--- src/rtl/smdc_defines.svh ---
// Contract
// - Standard: ten-bit cylinder on tag bus, TAG1.
// - Standard drive returns exactly one status byte.
// - Extended: 20-bit cylinder via TAG1 and TAG4.
// - Extended: 20-bit head over tag bus.
// - Extended: unit select plus TAG4 picks status.
// - Five variants with 1,4,1,16,7 status bytes.
// - Per-drive variant and data rate kept.
// - Modified: TAG4 and TAG5 select four bytes.
`ifndef SMDC_DEFINES_SVH
`define SMDC_DEFINES_SVH

`define SMDC_CLK_MHZ        20
`define SMDC_SETUP_NS       100
`define SMDC_STROBE_NS      500
`define SMDC_HOLD_NS        100
`define SMDC_SETUP_CYC      ((`SMDC_SETUP_NS * `SMDC_CLK_MHZ + 999) / 1000)
`define SMDC_STROBE_CYC     ((`SMDC_STROBE_NS * `SMDC_CLK_MHZ + 999) / 1000)
`define SMDC_HOLD_CYC       ((`SMDC_HOLD_NS * `SMDC_CLK_MHZ + 999) / 1000)
`define SMDC_NSTAT_STD      5'h01
`define SMDC_NSTAT_MOD      5'h04
`define SMDC_NSTAT_ENH      5'h01
`define SMDC_NSTAT_EXT      5'h10
`define SMDC_NSTAT_E        5'h07
`define SMDC_NDRIVE         16
`define SMDC_TAG_CYL        4'h1
`define SMDC_TAG_HEAD       4'h2
`define SMDC_TAG_CTL        4'h3
`define SMDC_TAG_HI         4'h4

`endif

--- src/rtl/smdc_pkg.sv ---
package smdc_pkg;
  typedef enum logic [2:0] {
    SMDC_STD, SMDC_MOD, SMDC_ENH, SMDC_EXT, SMDC_E
  } smdc_var_e;
  typedef enum logic [1:0] {
    SMDC_CMD_CYL, SMDC_CMD_HEAD, SMDC_CMD_CTL, SMDC_CMD_STAT
  } smdc_cmd_e;
  typedef enum {
    SMDC_IDLE, SMDC_SETUP, SMDC_STROBE, SMDC_HOLD
  } smdc_st_e;
endpackage

--- src/rtl/smdc_port.sv ---
`timescale 1ns/1ps
`include "smdc_defines.svh"

module smdc_port
  import smdc_pkg::*;
(
  input  wire logic        I_SYS_CLK,
  input  wire logic        I_RST,
  input  wire logic        I_CFG_WE,
  input  wire logic [3:0]  I_CFG_DRIVE,
  input  wire logic [2:0]  I_CFG_VARIANT,
  input  wire logic [1:0]  I_CFG_RATE,
  input  wire logic        I_REQ,
  input  wire logic [3:0]  I_DRIVE,
  input  wire logic [1:0]  I_CMD,
  input  wire logic [19:0] I_VALUE,
  input  wire logic [3:0]  I_STAT_SEL,
  input  wire logic [7:0]  I_STATUS,
  output logic             O_BUSY,
  output logic             O_DONE,
  output logic             O_ERR,
  output logic [7:0]       O_STATUS,
  output logic [2:0]       O_VARIANT,
  output logic [1:0]       O_RATE,
  output logic             O_DEV_SEL_EN,
  output logic [3:0]       O_DEV_SEL,
  output logic             O_TAG1,
  output logic             O_TAG2,
  output logic             O_TAG3,
  output logic             O_TAG4,
  output logic             O_TAG5,
  output logic [9:0]       O_TAG_BUS,
  output logic             O_IF_EN
);

  localparam logic [3:0] SETUP_C  = 4'(`SMDC_SETUP_CYC);
  localparam logic [3:0] STROBE_C = 4'(`SMDC_STROBE_CYC);
  localparam logic [3:0] HOLD_C   = 4'(`SMDC_HOLD_CYC);

  typedef struct packed {
    smdc_st_e   st;
    logic [3:0] cnt;
    logic       second;
    logic [3:0] drv;
    logic [1:0] cmd;
    logic [19:0] val;
    logic [3:0] sel;
    logic       sel_en;
    logic [3:0] sel_ln;
    logic [4:0] tags;
    logic [9:0] bus;
    logic       busy;
    logic       done;
    logic       err;
    logic [7:0] status;
  } smdc_s;

  smdc_s s_q;
  smdc_s s_d;

  // Per-drive variant and rate; mixed drives on one cable work side by side.
  logic [2:0] var_q  [`SMDC_NDRIVE];
  logic [1:0] rate_q [`SMDC_NDRIVE];

  genvar gi;
  generate
    for (gi = 0; gi < `SMDC_NDRIVE; gi++) begin : g_drv
      always_ff @(posedge I_SYS_CLK) begin
        if (I_RST) begin
          var_q[gi]  <= 3'h0;
          rate_q[gi] <= 2'h0;
        end else if (I_CFG_WE && I_CFG_DRIVE == 4'(gi)) begin
          var_q[gi]  <= I_CFG_VARIANT;
          rate_q[gi] <= I_CFG_RATE;
        end
      end
    end
  endgenerate

  logic [2:0] req_var;
  logic [4:0] nstat;
  logic       is_ext;
  logic       is_mod;
  logic       is_enh;

  always_comb begin
    req_var = var_q[I_DRIVE];
    case (smdc_var_e'(req_var))
      SMDC_MOD: nstat = `SMDC_NSTAT_MOD;
      SMDC_ENH: nstat = `SMDC_NSTAT_ENH;
      SMDC_EXT: nstat = `SMDC_NSTAT_EXT;
      SMDC_E:   nstat = `SMDC_NSTAT_E;
      default:  nstat = `SMDC_NSTAT_STD;
    endcase
  end

  assign is_ext = (smdc_var_e'(var_q[s_q.drv]) == SMDC_EXT);
  assign is_mod = (smdc_var_e'(var_q[s_q.drv]) == SMDC_MOD);
  assign is_enh = (smdc_var_e'(var_q[s_q.drv]) == SMDC_ENH);

  // ==========================================================================
  // Transfer sequencer
  // ==========================================================================
  always_comb begin
    s_d      = s_q;
    s_d.done = 1'b0;
    case (s_q.st)
      SMDC_IDLE: begin
        s_d.tags   = 5'h00;
        s_d.sel_en = 1'b0;
        if (I_REQ) begin
          // A refused index never reaches the cable; O_ERR stands until the next accepted request.
          if ({1'b0, I_STAT_SEL} >= nstat && smdc_cmd_e'(I_CMD) == SMDC_CMD_STAT) begin
            s_d.err  = 1'b1;
            s_d.done = 1'b1;
          end else begin
            s_d.err    = 1'b0;
            s_d.drv    = I_DRIVE;
            s_d.cmd    = I_CMD;
            s_d.val    = I_VALUE;
            s_d.sel    = I_STAT_SEL;
            s_d.second = 1'b0;
            s_d.busy   = 1'b1;
            s_d.cnt    = SETUP_C;
            s_d.st     = SMDC_SETUP;
          end
        end
      end
      SMDC_SETUP: begin
        // Bus and select lines settle before any strobe rises.
        s_d.sel_en = 1'b1;
        s_d.sel_ln = s_q.drv;
        case (smdc_cmd_e'(s_q.cmd))
          SMDC_CMD_CYL:  s_d.bus = s_q.second ? s_q.val[19:10] : s_q.val[9:0];
          SMDC_CMD_HEAD: s_d.bus = s_q.second ? s_q.val[19:10] : s_q.val[9:0];
          SMDC_CMD_CTL:  s_d.bus = s_q.val[9:0];
          default:       s_d.bus = 10'h000;
        endcase
        if (smdc_cmd_e'(s_q.cmd) == SMDC_CMD_STAT && (is_ext || is_mod)) begin
          s_d.sel_ln = s_q.sel;
        end
        if (smdc_cmd_e'(s_q.cmd) == SMDC_CMD_CYL && is_enh) begin
          s_d.bus = s_q.val[9:0];
        end
        if (s_q.cnt <= 4'h1) begin
          s_d.cnt = STROBE_C;
          s_d.st  = SMDC_STROBE;
        end else begin
          s_d.cnt = s_q.cnt - 4'h1;
        end
      end
      SMDC_STROBE: begin
        // Tag bus is not touched here, so it stays stable under the strobe.
        case (smdc_cmd_e'(s_q.cmd))
          SMDC_CMD_CYL:  s_d.tags = s_q.second ? 5'h08 : 5'h01;
          SMDC_CMD_HEAD: s_d.tags = s_q.second ? 5'h08 : 5'h02;
          SMDC_CMD_CTL:  s_d.tags = 5'h04;
          default: begin
            if (is_ext) begin
              s_d.tags = 5'h08;
            end else if (is_mod) begin
              s_d.tags = {1'b1, 1'b1, 3'h0};
            end else begin
              s_d.tags = 5'h00;
            end
          end
        endcase
        if (s_q.cnt <= 4'h1) begin
          s_d.status = I_STATUS;
          s_d.cnt    = HOLD_C;
          s_d.st     = SMDC_HOLD;
        end else begin
          s_d.cnt = s_q.cnt - 4'h1;
        end
      end
      SMDC_HOLD: begin
        s_d.tags = 5'h00;
        if (s_q.cnt <= 4'h1) begin
          if (!s_q.second && is_ext && (smdc_cmd_e'(s_q.cmd) == SMDC_CMD_CYL
              || smdc_cmd_e'(s_q.cmd) == SMDC_CMD_HEAD)) begin
            s_d.second = 1'b1;
            s_d.cnt    = SETUP_C;
            s_d.st     = SMDC_SETUP;
          end else begin
            s_d.busy = 1'b0;
            s_d.done = 1'b1;
            s_d.st   = SMDC_IDLE;
          end
        end else begin
          s_d.cnt = s_q.cnt - 4'h1;
        end
      end
      default: s_d.st = SMDC_IDLE;
    endcase
  end

  always_ff @(posedge I_SYS_CLK) begin
    if (I_RST) begin
      s_q <= '{st: SMDC_IDLE, default: '0};
    end else begin
      s_q <= s_d;
    end
  end

  assign O_BUSY       = s_q.busy;
  assign O_DONE       = s_q.done;
  assign O_ERR        = s_q.err;
  assign O_STATUS     = s_q.status;
  assign O_VARIANT    = var_q[I_CFG_DRIVE];
  assign O_RATE       = rate_q[I_CFG_DRIVE];
  assign O_DEV_SEL_EN = s_q.sel_en;
  assign O_DEV_SEL    = s_q.sel_ln;
  assign O_TAG1       = s_q.tags[0];
  assign O_TAG2       = s_q.tags[1];
  assign O_TAG3       = s_q.tags[2];
  assign O_TAG4       = s_q.tags[3];
  assign O_TAG5       = s_q.tags[4];
  assign O_TAG_BUS    = s_q.bus;
  assign O_IF_EN      = ~I_RST;

endmodule // smdc_port

--- config.mk ---
export PLATFORM = sky130hd
export DESIGN_NAME = smdc_port
export DESIGN_NICKNAME = d
export VERILOG_FILES = /design/src/rtl/smdc_pkg.sv /design/src/rtl/smdc_port.sv
export VERILOG_INCLUDE_DIRS = /design/src /design/src/rtl
export SDC_FILE = /design/constraint.sdc
export NUM_CORES = 1
export LEC_CHECK = 0
export ABC_AREA = 1
export BUFFER_PORTS_ARGS = -buffer_cell sky130_fd_sc_hd__clkbuf_2
export CAP_MARGIN = 5
export CORE_MARGIN = 2
export CORE_UTILIZATION = 30
export DETAILED_ROUTE_END_ITERATION = 10
export PLACE_DENSITY = 0.57
export SLEW_MARGIN = 10
export SYNTH_ARGS = -nofsm -noshare
export SYNTH_HDL_FRONTEND = slang
export SYNTH_SLANG_ARGS = --single-unit
--- constraint.sdc ---
create_clock -name I_SYS_CLK -period 3.3 [get_ports I_SYS_CLK]
set_clock_uncertainty 0.1 [all_clocks]
set_input_delay 0.495 -clock I_SYS_CLK [delete_from_list [all_inputs] [get_ports I_SYS_CLK]]
set_output_delay 0.495 -clock I_SYS_CLK [all_outputs]
set_load 0.03 [all_outputs]
# Word level (Yosys, flattened, before mapping)
# Memories as Yosys holds them, arrays and structs flattened. A register that Yosys moved wholly into a read port is not among the register bits.
# Index checks and enable logic that the tools add are counted.
# totals
regBits	98
ram_bits	80
word_cells	246
memories	2
# classes
addsub	1
n_lt_le_gt_ge	2
eq_ne	36
n_mux	116
bitwise	34
reduce_logical	40
# memory_table
name	words	word_bits	rd	rd_ports_with_merged_regs	write_ports	line	text
var_q	16	3	3	1	16	smdc_port.sv:62	logic [2:0] var_q [`SMDC_NDRIVE];
rate_q	16	2	1	0	16	smdc_port.sv:63	logic [1:0] rate_q [`SMDC_NDRIVE];
# ops
op	n
two-way mux 67 bit	2
case mux 32 bit (4 select lines)	1
two-way mux 32 bit	3
== test 32 x 2 -> 1 bit (second input constant)	2
two-way mux 1 bit	54
two-way mux 3 bit	17
two-way mux 2 bit	18
== test 32 x 1 -> 1 bit (second input constant)	1
== test 4 bit (second input constant)	8
zero test 32 bit	1
two-way mux 4 bit	8
bitwise OR 1 bit	32
case mux 5 bit (3 select lines)	2
logical AND 1 bit	21
two-way mux 10 bit	2
case mux 10 bit (2 select lines)	1
== test 4 x 3 -> 1 bit (second input constant)	4
case mux 4 bit (4 select lines)	1
two-way mux 5 bit	3
AND reduction 5 bit	3
inequality test 2 bit (second input constant)	7
case mux 5 bit (2 select lines)	1
== test 3 x 2 -> 1 bit (second input constant)	3
== test 4 x 2 -> 1 bit (second input constant)	2
other kinds (22)	32

# Logic depth before layout (Yosys ltp)
# An unclocked memory read counts as a cell.
# logic_depth
ltp_word	9
depth_mapped	20

# Worst setup path before layout
# No wires, ideal clock.
# synth_path
path_kind	input -> register
startpoint	in I_DRIVE[0]
endpoint	reg s_q[40] (netlist bit)
setup_time_ns	0.116
arrival_time_ns	2.403
required_time_ns	3.084
setup_slack_ns	0.681
cell_stages	18
path_cell_list	inv_2 buf_4 nand2_1 nand3_1 nand3_1 nand3_1 nand2_1 nor2_1 nand2_1 ha_1 o21a_1 o21ai_0 a21oi_1 nand2_2 nand3_4 clkbuf_1 o21ai_0 nor2_1
# synth_via
elab_chain_len	7
# synth_rtl
element	line	text
from (decl)	smdc_port.sv:14	input wire logic [3:0] I_DRIVE,
memory (16 x 3 bit) *	-	
== test 3 bit (tied with other cells)	smdc_port.sv:88	case (smdc_var_e'(req_var))
case mux 5 bit (3 select lines) *	smdc_port.sv:88	
>= comparator 4 x 5 -> 1 bit *	smdc_port.sv:113	if ({1'b0, I_STAT_SEL} >= nstat && smdc_cmd_e'(I_CMD) == SMDC_CMD_STAT) begin
logical AND 1 bit *	smdc_port.sv:113	
inverter 1 bit (no line) *	-	
AND reduction 3 bit (no line) *	-	
to (signal assigned)	smdc_port.sv:199	s_q <= '{st: SMDC_IDLE, default: '0};
to (signal assigned)	smdc_port.sv:201	s_q <= s_d;
to (decl)	smdc_port.sv:58	smdc_s s_q;
# Every way passes the cells marked *; elsewhere a longest branch is shown, timed or not.
# A chain may end at the register's enable or synchronous reset.

# Final worst setup path
# layout_path
startpoint	in I_CFG_DRIVE[0]
endpoint	out O_VARIANT[0]
# layout_via
elab_chain_len	1
# layout_rtl
element	line	text
from (decl)	smdc_port.sv:10	input wire logic [3:0] I_CFG_DRIVE,
memory (16 x 3 bit)	-	
to (decl)	smdc_port.sv:23	output logic [2:0] O_VARIANT,
# No other way between the ends.

==> summary.txt <==
Run status
  • Status: completed

Worst setup path
  • Critical Path Source Type: input pin
  • Crit Path Class: input pin to primary output
  • Crit path arrival time: approximately 2.4 ns
  • Worst EP required: 2.70 ns
  • CP Max Fanout: 13
  • CP Capture Type: primary output

Global route
  • Total GRT Usage: between 10% and 20%
  • Global-route wire length before repair: about 34000 um
  • Number of global-route vias before repair: 6545
  • Initial antenna violation count: 0
  • Pin count of the biggest net entering global routing: just over 40
  • Total gr overflow: 0

Synthesis
  • Simple-Gate Fraction of Synth Area: 25.3%
  • Multiplexer share of the synthesized area: 0%
  • Post-synthesis register bit count: 152
  • Syn Nets: between 1000 and 1500
  • Largest family of logic cells by synthesized area: simple AND/OR/NAND/NOR gates
  • Ys Warns: 0
  • Post-synth top area share: between 30% and 40%
  • Avg Cell Area, Syn: 7.84 um^2
  • Syn Inst Count: ~990
  • Distinct cells, synth: 35
  • Synth Area in XOR/XNOR: less than 1%
  • Area contributors post-synth: edfxtp_1 31%, dfxtp_1 19%, nand2_1 8.6%, nand3_1 7.9%, nor2_1 7.6%
  • Synth area leader: edfxtp_1
  • Adder-cell share of the synthesized area: 1.77%
  • Synth Area in Compound Gates: between 10% and 20%
  • Seq/Total Area, Yosys: roughly half
  • Syn Std Cell Area: about 0.008 mm^2

Place
  • PortBufs: 87
  • Dpl cell area: 0.00846 mm^2
  • Gpl congestion: 0.850
  • HPWL after DPL: 15900 um
  • Inst Count DP: 1363
  • Worst slack, placed: 0.128 ns

Pwr
  • Maximum VDD drop: 308 uV
  • Leak Pwr: around 3.9 nW
  • PwrDens: 718 mW/mm^2
  • Pwr Total: 6.50 mW

Route
  • Total Wirelength: approximately 22000 um
  • DR pass1 iterations: 5
  • Remaining DRCs: 0
  • Vias: 6930
  • Detailed Route Iter0 Violations: 509
  • Post-DRT Antenna Nets: 0
  • Wire per inst: 15.6 um
  • Vias/cell: 4.97

Cells and area
  • Synth-to-layout area growth: 16.3%
  • Multi-input logic area: 0.00317 mm^2
  • Utilization after layout: 35.7%
  • Commonest cells after routing, fill and taps aside: 178 x nand2_1, 158 x nor2_1, 122 x nand3_1
  • Finished Layout Cells: 1395
  • Layout cells sized above 1: 14.2%
  • Most common cell after layout, fill and taps aside: nand2_1
  • Design area: 0.00904 mm^2
  • # diodes: 0
  • Nets: between 1000 and 1500
  • Fillers: 2638
  • FF/Latch Area: a little under 0.004 mm^2

STA
  • Final hold vios: 0
  • Final Max Slew Viols: 0
  • Min Tclk post-route: 3.04 ns
  • Unrepaired setup endpoints after global routing: no
  • PnR worst setup slack: 0.260 ns
  • Slew @ Worst Pin: 0.848 ns
  • Setup TNS Final: 0 ns
  • WHS: 0.211 ns
  • Max frequency: around 330 MHz
  • # setup viols final: 0
  • Slew HR: 43.3%
  • Tcrit/Tclk final: 92.1%

CTS
  • H-tree depth reported by CTS: 4
  • CTS resizes: 0
  • Clock slew at reported path FFs: 0.07 ns
  • Max Root-Sink Buffers: 2
  • CTS tree: built
  • CTS Hold Buffers Added: 0
  • Root buf cell: clkbuf_16
  • Cts bufs inserted: 17
  • Postcts setup bufs: 0
  • CTS sink count: roughly 150
  • Clk_lat worst skew: 0.43 ns

Die
  • Io pins: 88
  • Die area: between 0.02 and 0.03 mm^2
  • Initial Util: 30.7%
  • Die Span Y: 165 um
  • Core box area: approximately 0.025 mm^2
  • Die Width: 165 um
  • # rows: between 50 and 60

Hold path
  • Hold WC Path Type: input pin to flop

Job
  • Max cap viols: 0
worst max-delay path, cell delays in order:
cell      delay (ns)
clkbuf_2        0.10
inv_1           0.05
nor2_1          0.55
inv_1           0.42
o22ai_1         0.20
o21ai_0         0.16
nand4_1         0.22
clkbuf_2        0.23
worst paths after layout:
| path | start | end | slack, ns | depth (start not counted) |
|---|---|---|---|---|
| worst max-delay path | I_CFG_DRIVE[0] | O_VARIANT[0] | 0.26 | 8 |
| worst max register to register | var_q[12][2]$_SDFFCE_PN0P_ | s_q[42]$_SDFFE_PP0P_ | 0.48 | 17 |
| worst min register to register | O_BUSY$_SDFFE_PP0P_ | O_BUSY$_SDFFE_PP0P_ | 0.35 | 2 |
| worst min-delay path | I_VALUE[2] | s_q[37]$_SDFFE_PP0P_ | 0.21 | 3 |
sequential cells by signal, indices dropped and copies added, names as in the netlist, named ones only:
signal and flops:
s_q 37, O_BUSY 1, O_TAG2 1, O_TAG5 1
O_STATUS 8, rate_q 32, var_q 48, O_TAG1 1
O_DONE 1, O_ERR 1, O_TAG4 1, O_TAG_BUS 10
O_DEV_SEL_EN 1, O_TAG3 1, O_DEV_SEL 4
metal layers:
metal | share of wire [%] | routed length (um) | vias up | global-route usage, %
li1 | - | - | 3429 | -
met1 | 43 | 9460 | 3270 | 21.1
met2 | 49 | 10800 | 204 | 27.2
met3 | 5.0 | 1100 | 27 | 2.79
met4 | 2.1 | 461 | 0 | 6.40
met5 | 0 | 0 | - | 0
where the power goes:
group	switching (mW)	total [mW]	internal (mW)	leakage (nW)
Sequential	0.163	2.45	2.29	1.36
Combinational	1.45	2.09	0.644	2.22
Clock	0.854	1.96	1.10	0.290
Total	2.46	6.50	4.03	3.86
area by class of cell:
cell class,instances,area share [%]
sequential,152,42.5
multi-input combinational,668,35.1
timing repair buffer,111,7.09
clock buffer,18,4.98
tap,330,4.57
inverter,102,4.26
clock inverter,14,1.48
cell families after synthesis:
group | count (synthesis)
compound gates | 185
buf+inv | 171
fa+ha+maj | 11
xor+xnor | 1
flops | 152
simple gates | 471
synthesized netlist by cell type:
| cell type | instances |
|---|---|
| buf_1 | 4 |
| a22o_1 | 3 |
| a2111o_1 | 2 |
| nand3b_1 | 1 |
| ha_1 | 11 |
| nand3_1 | 122 |
| or2_2 | 1 |
| a31oi_1 | 7 |
| o21ai_0 | 70 |
| nand3_4 | 1 |
| o21ai_1 | 2 |
| buf_2 | 12 |
| nor2_1 | 158 |
| nor4_1 | 1 |
| inv_1 | 99 |
| nand4_1 | 5 |
| a21boi_0 | 1 |
| buf_4 | 25 |
| o21a_1 | 2 |
| clkbuf_1 | 27 |
| inv_2 | 2 |
| o22ai_1 | 23 |
| dfxtp_1 | 72 |
| a21oi_1 | 47 |
| inv_4 | 1 |
| o211ai_1 | 10 |
| o21bai_1 | 2 |
| a22oi_1 | 16 |
| edfxtp_1 | 80 |
| nor2_2 | 1 |
| nor3_1 | 2 |
| nand2_2 | 1 |
| xor2_1 | 1 |
| clkbuf_2 | 1 |
| nand2_1 | 178 |
(Power assumes the default switching activity.)
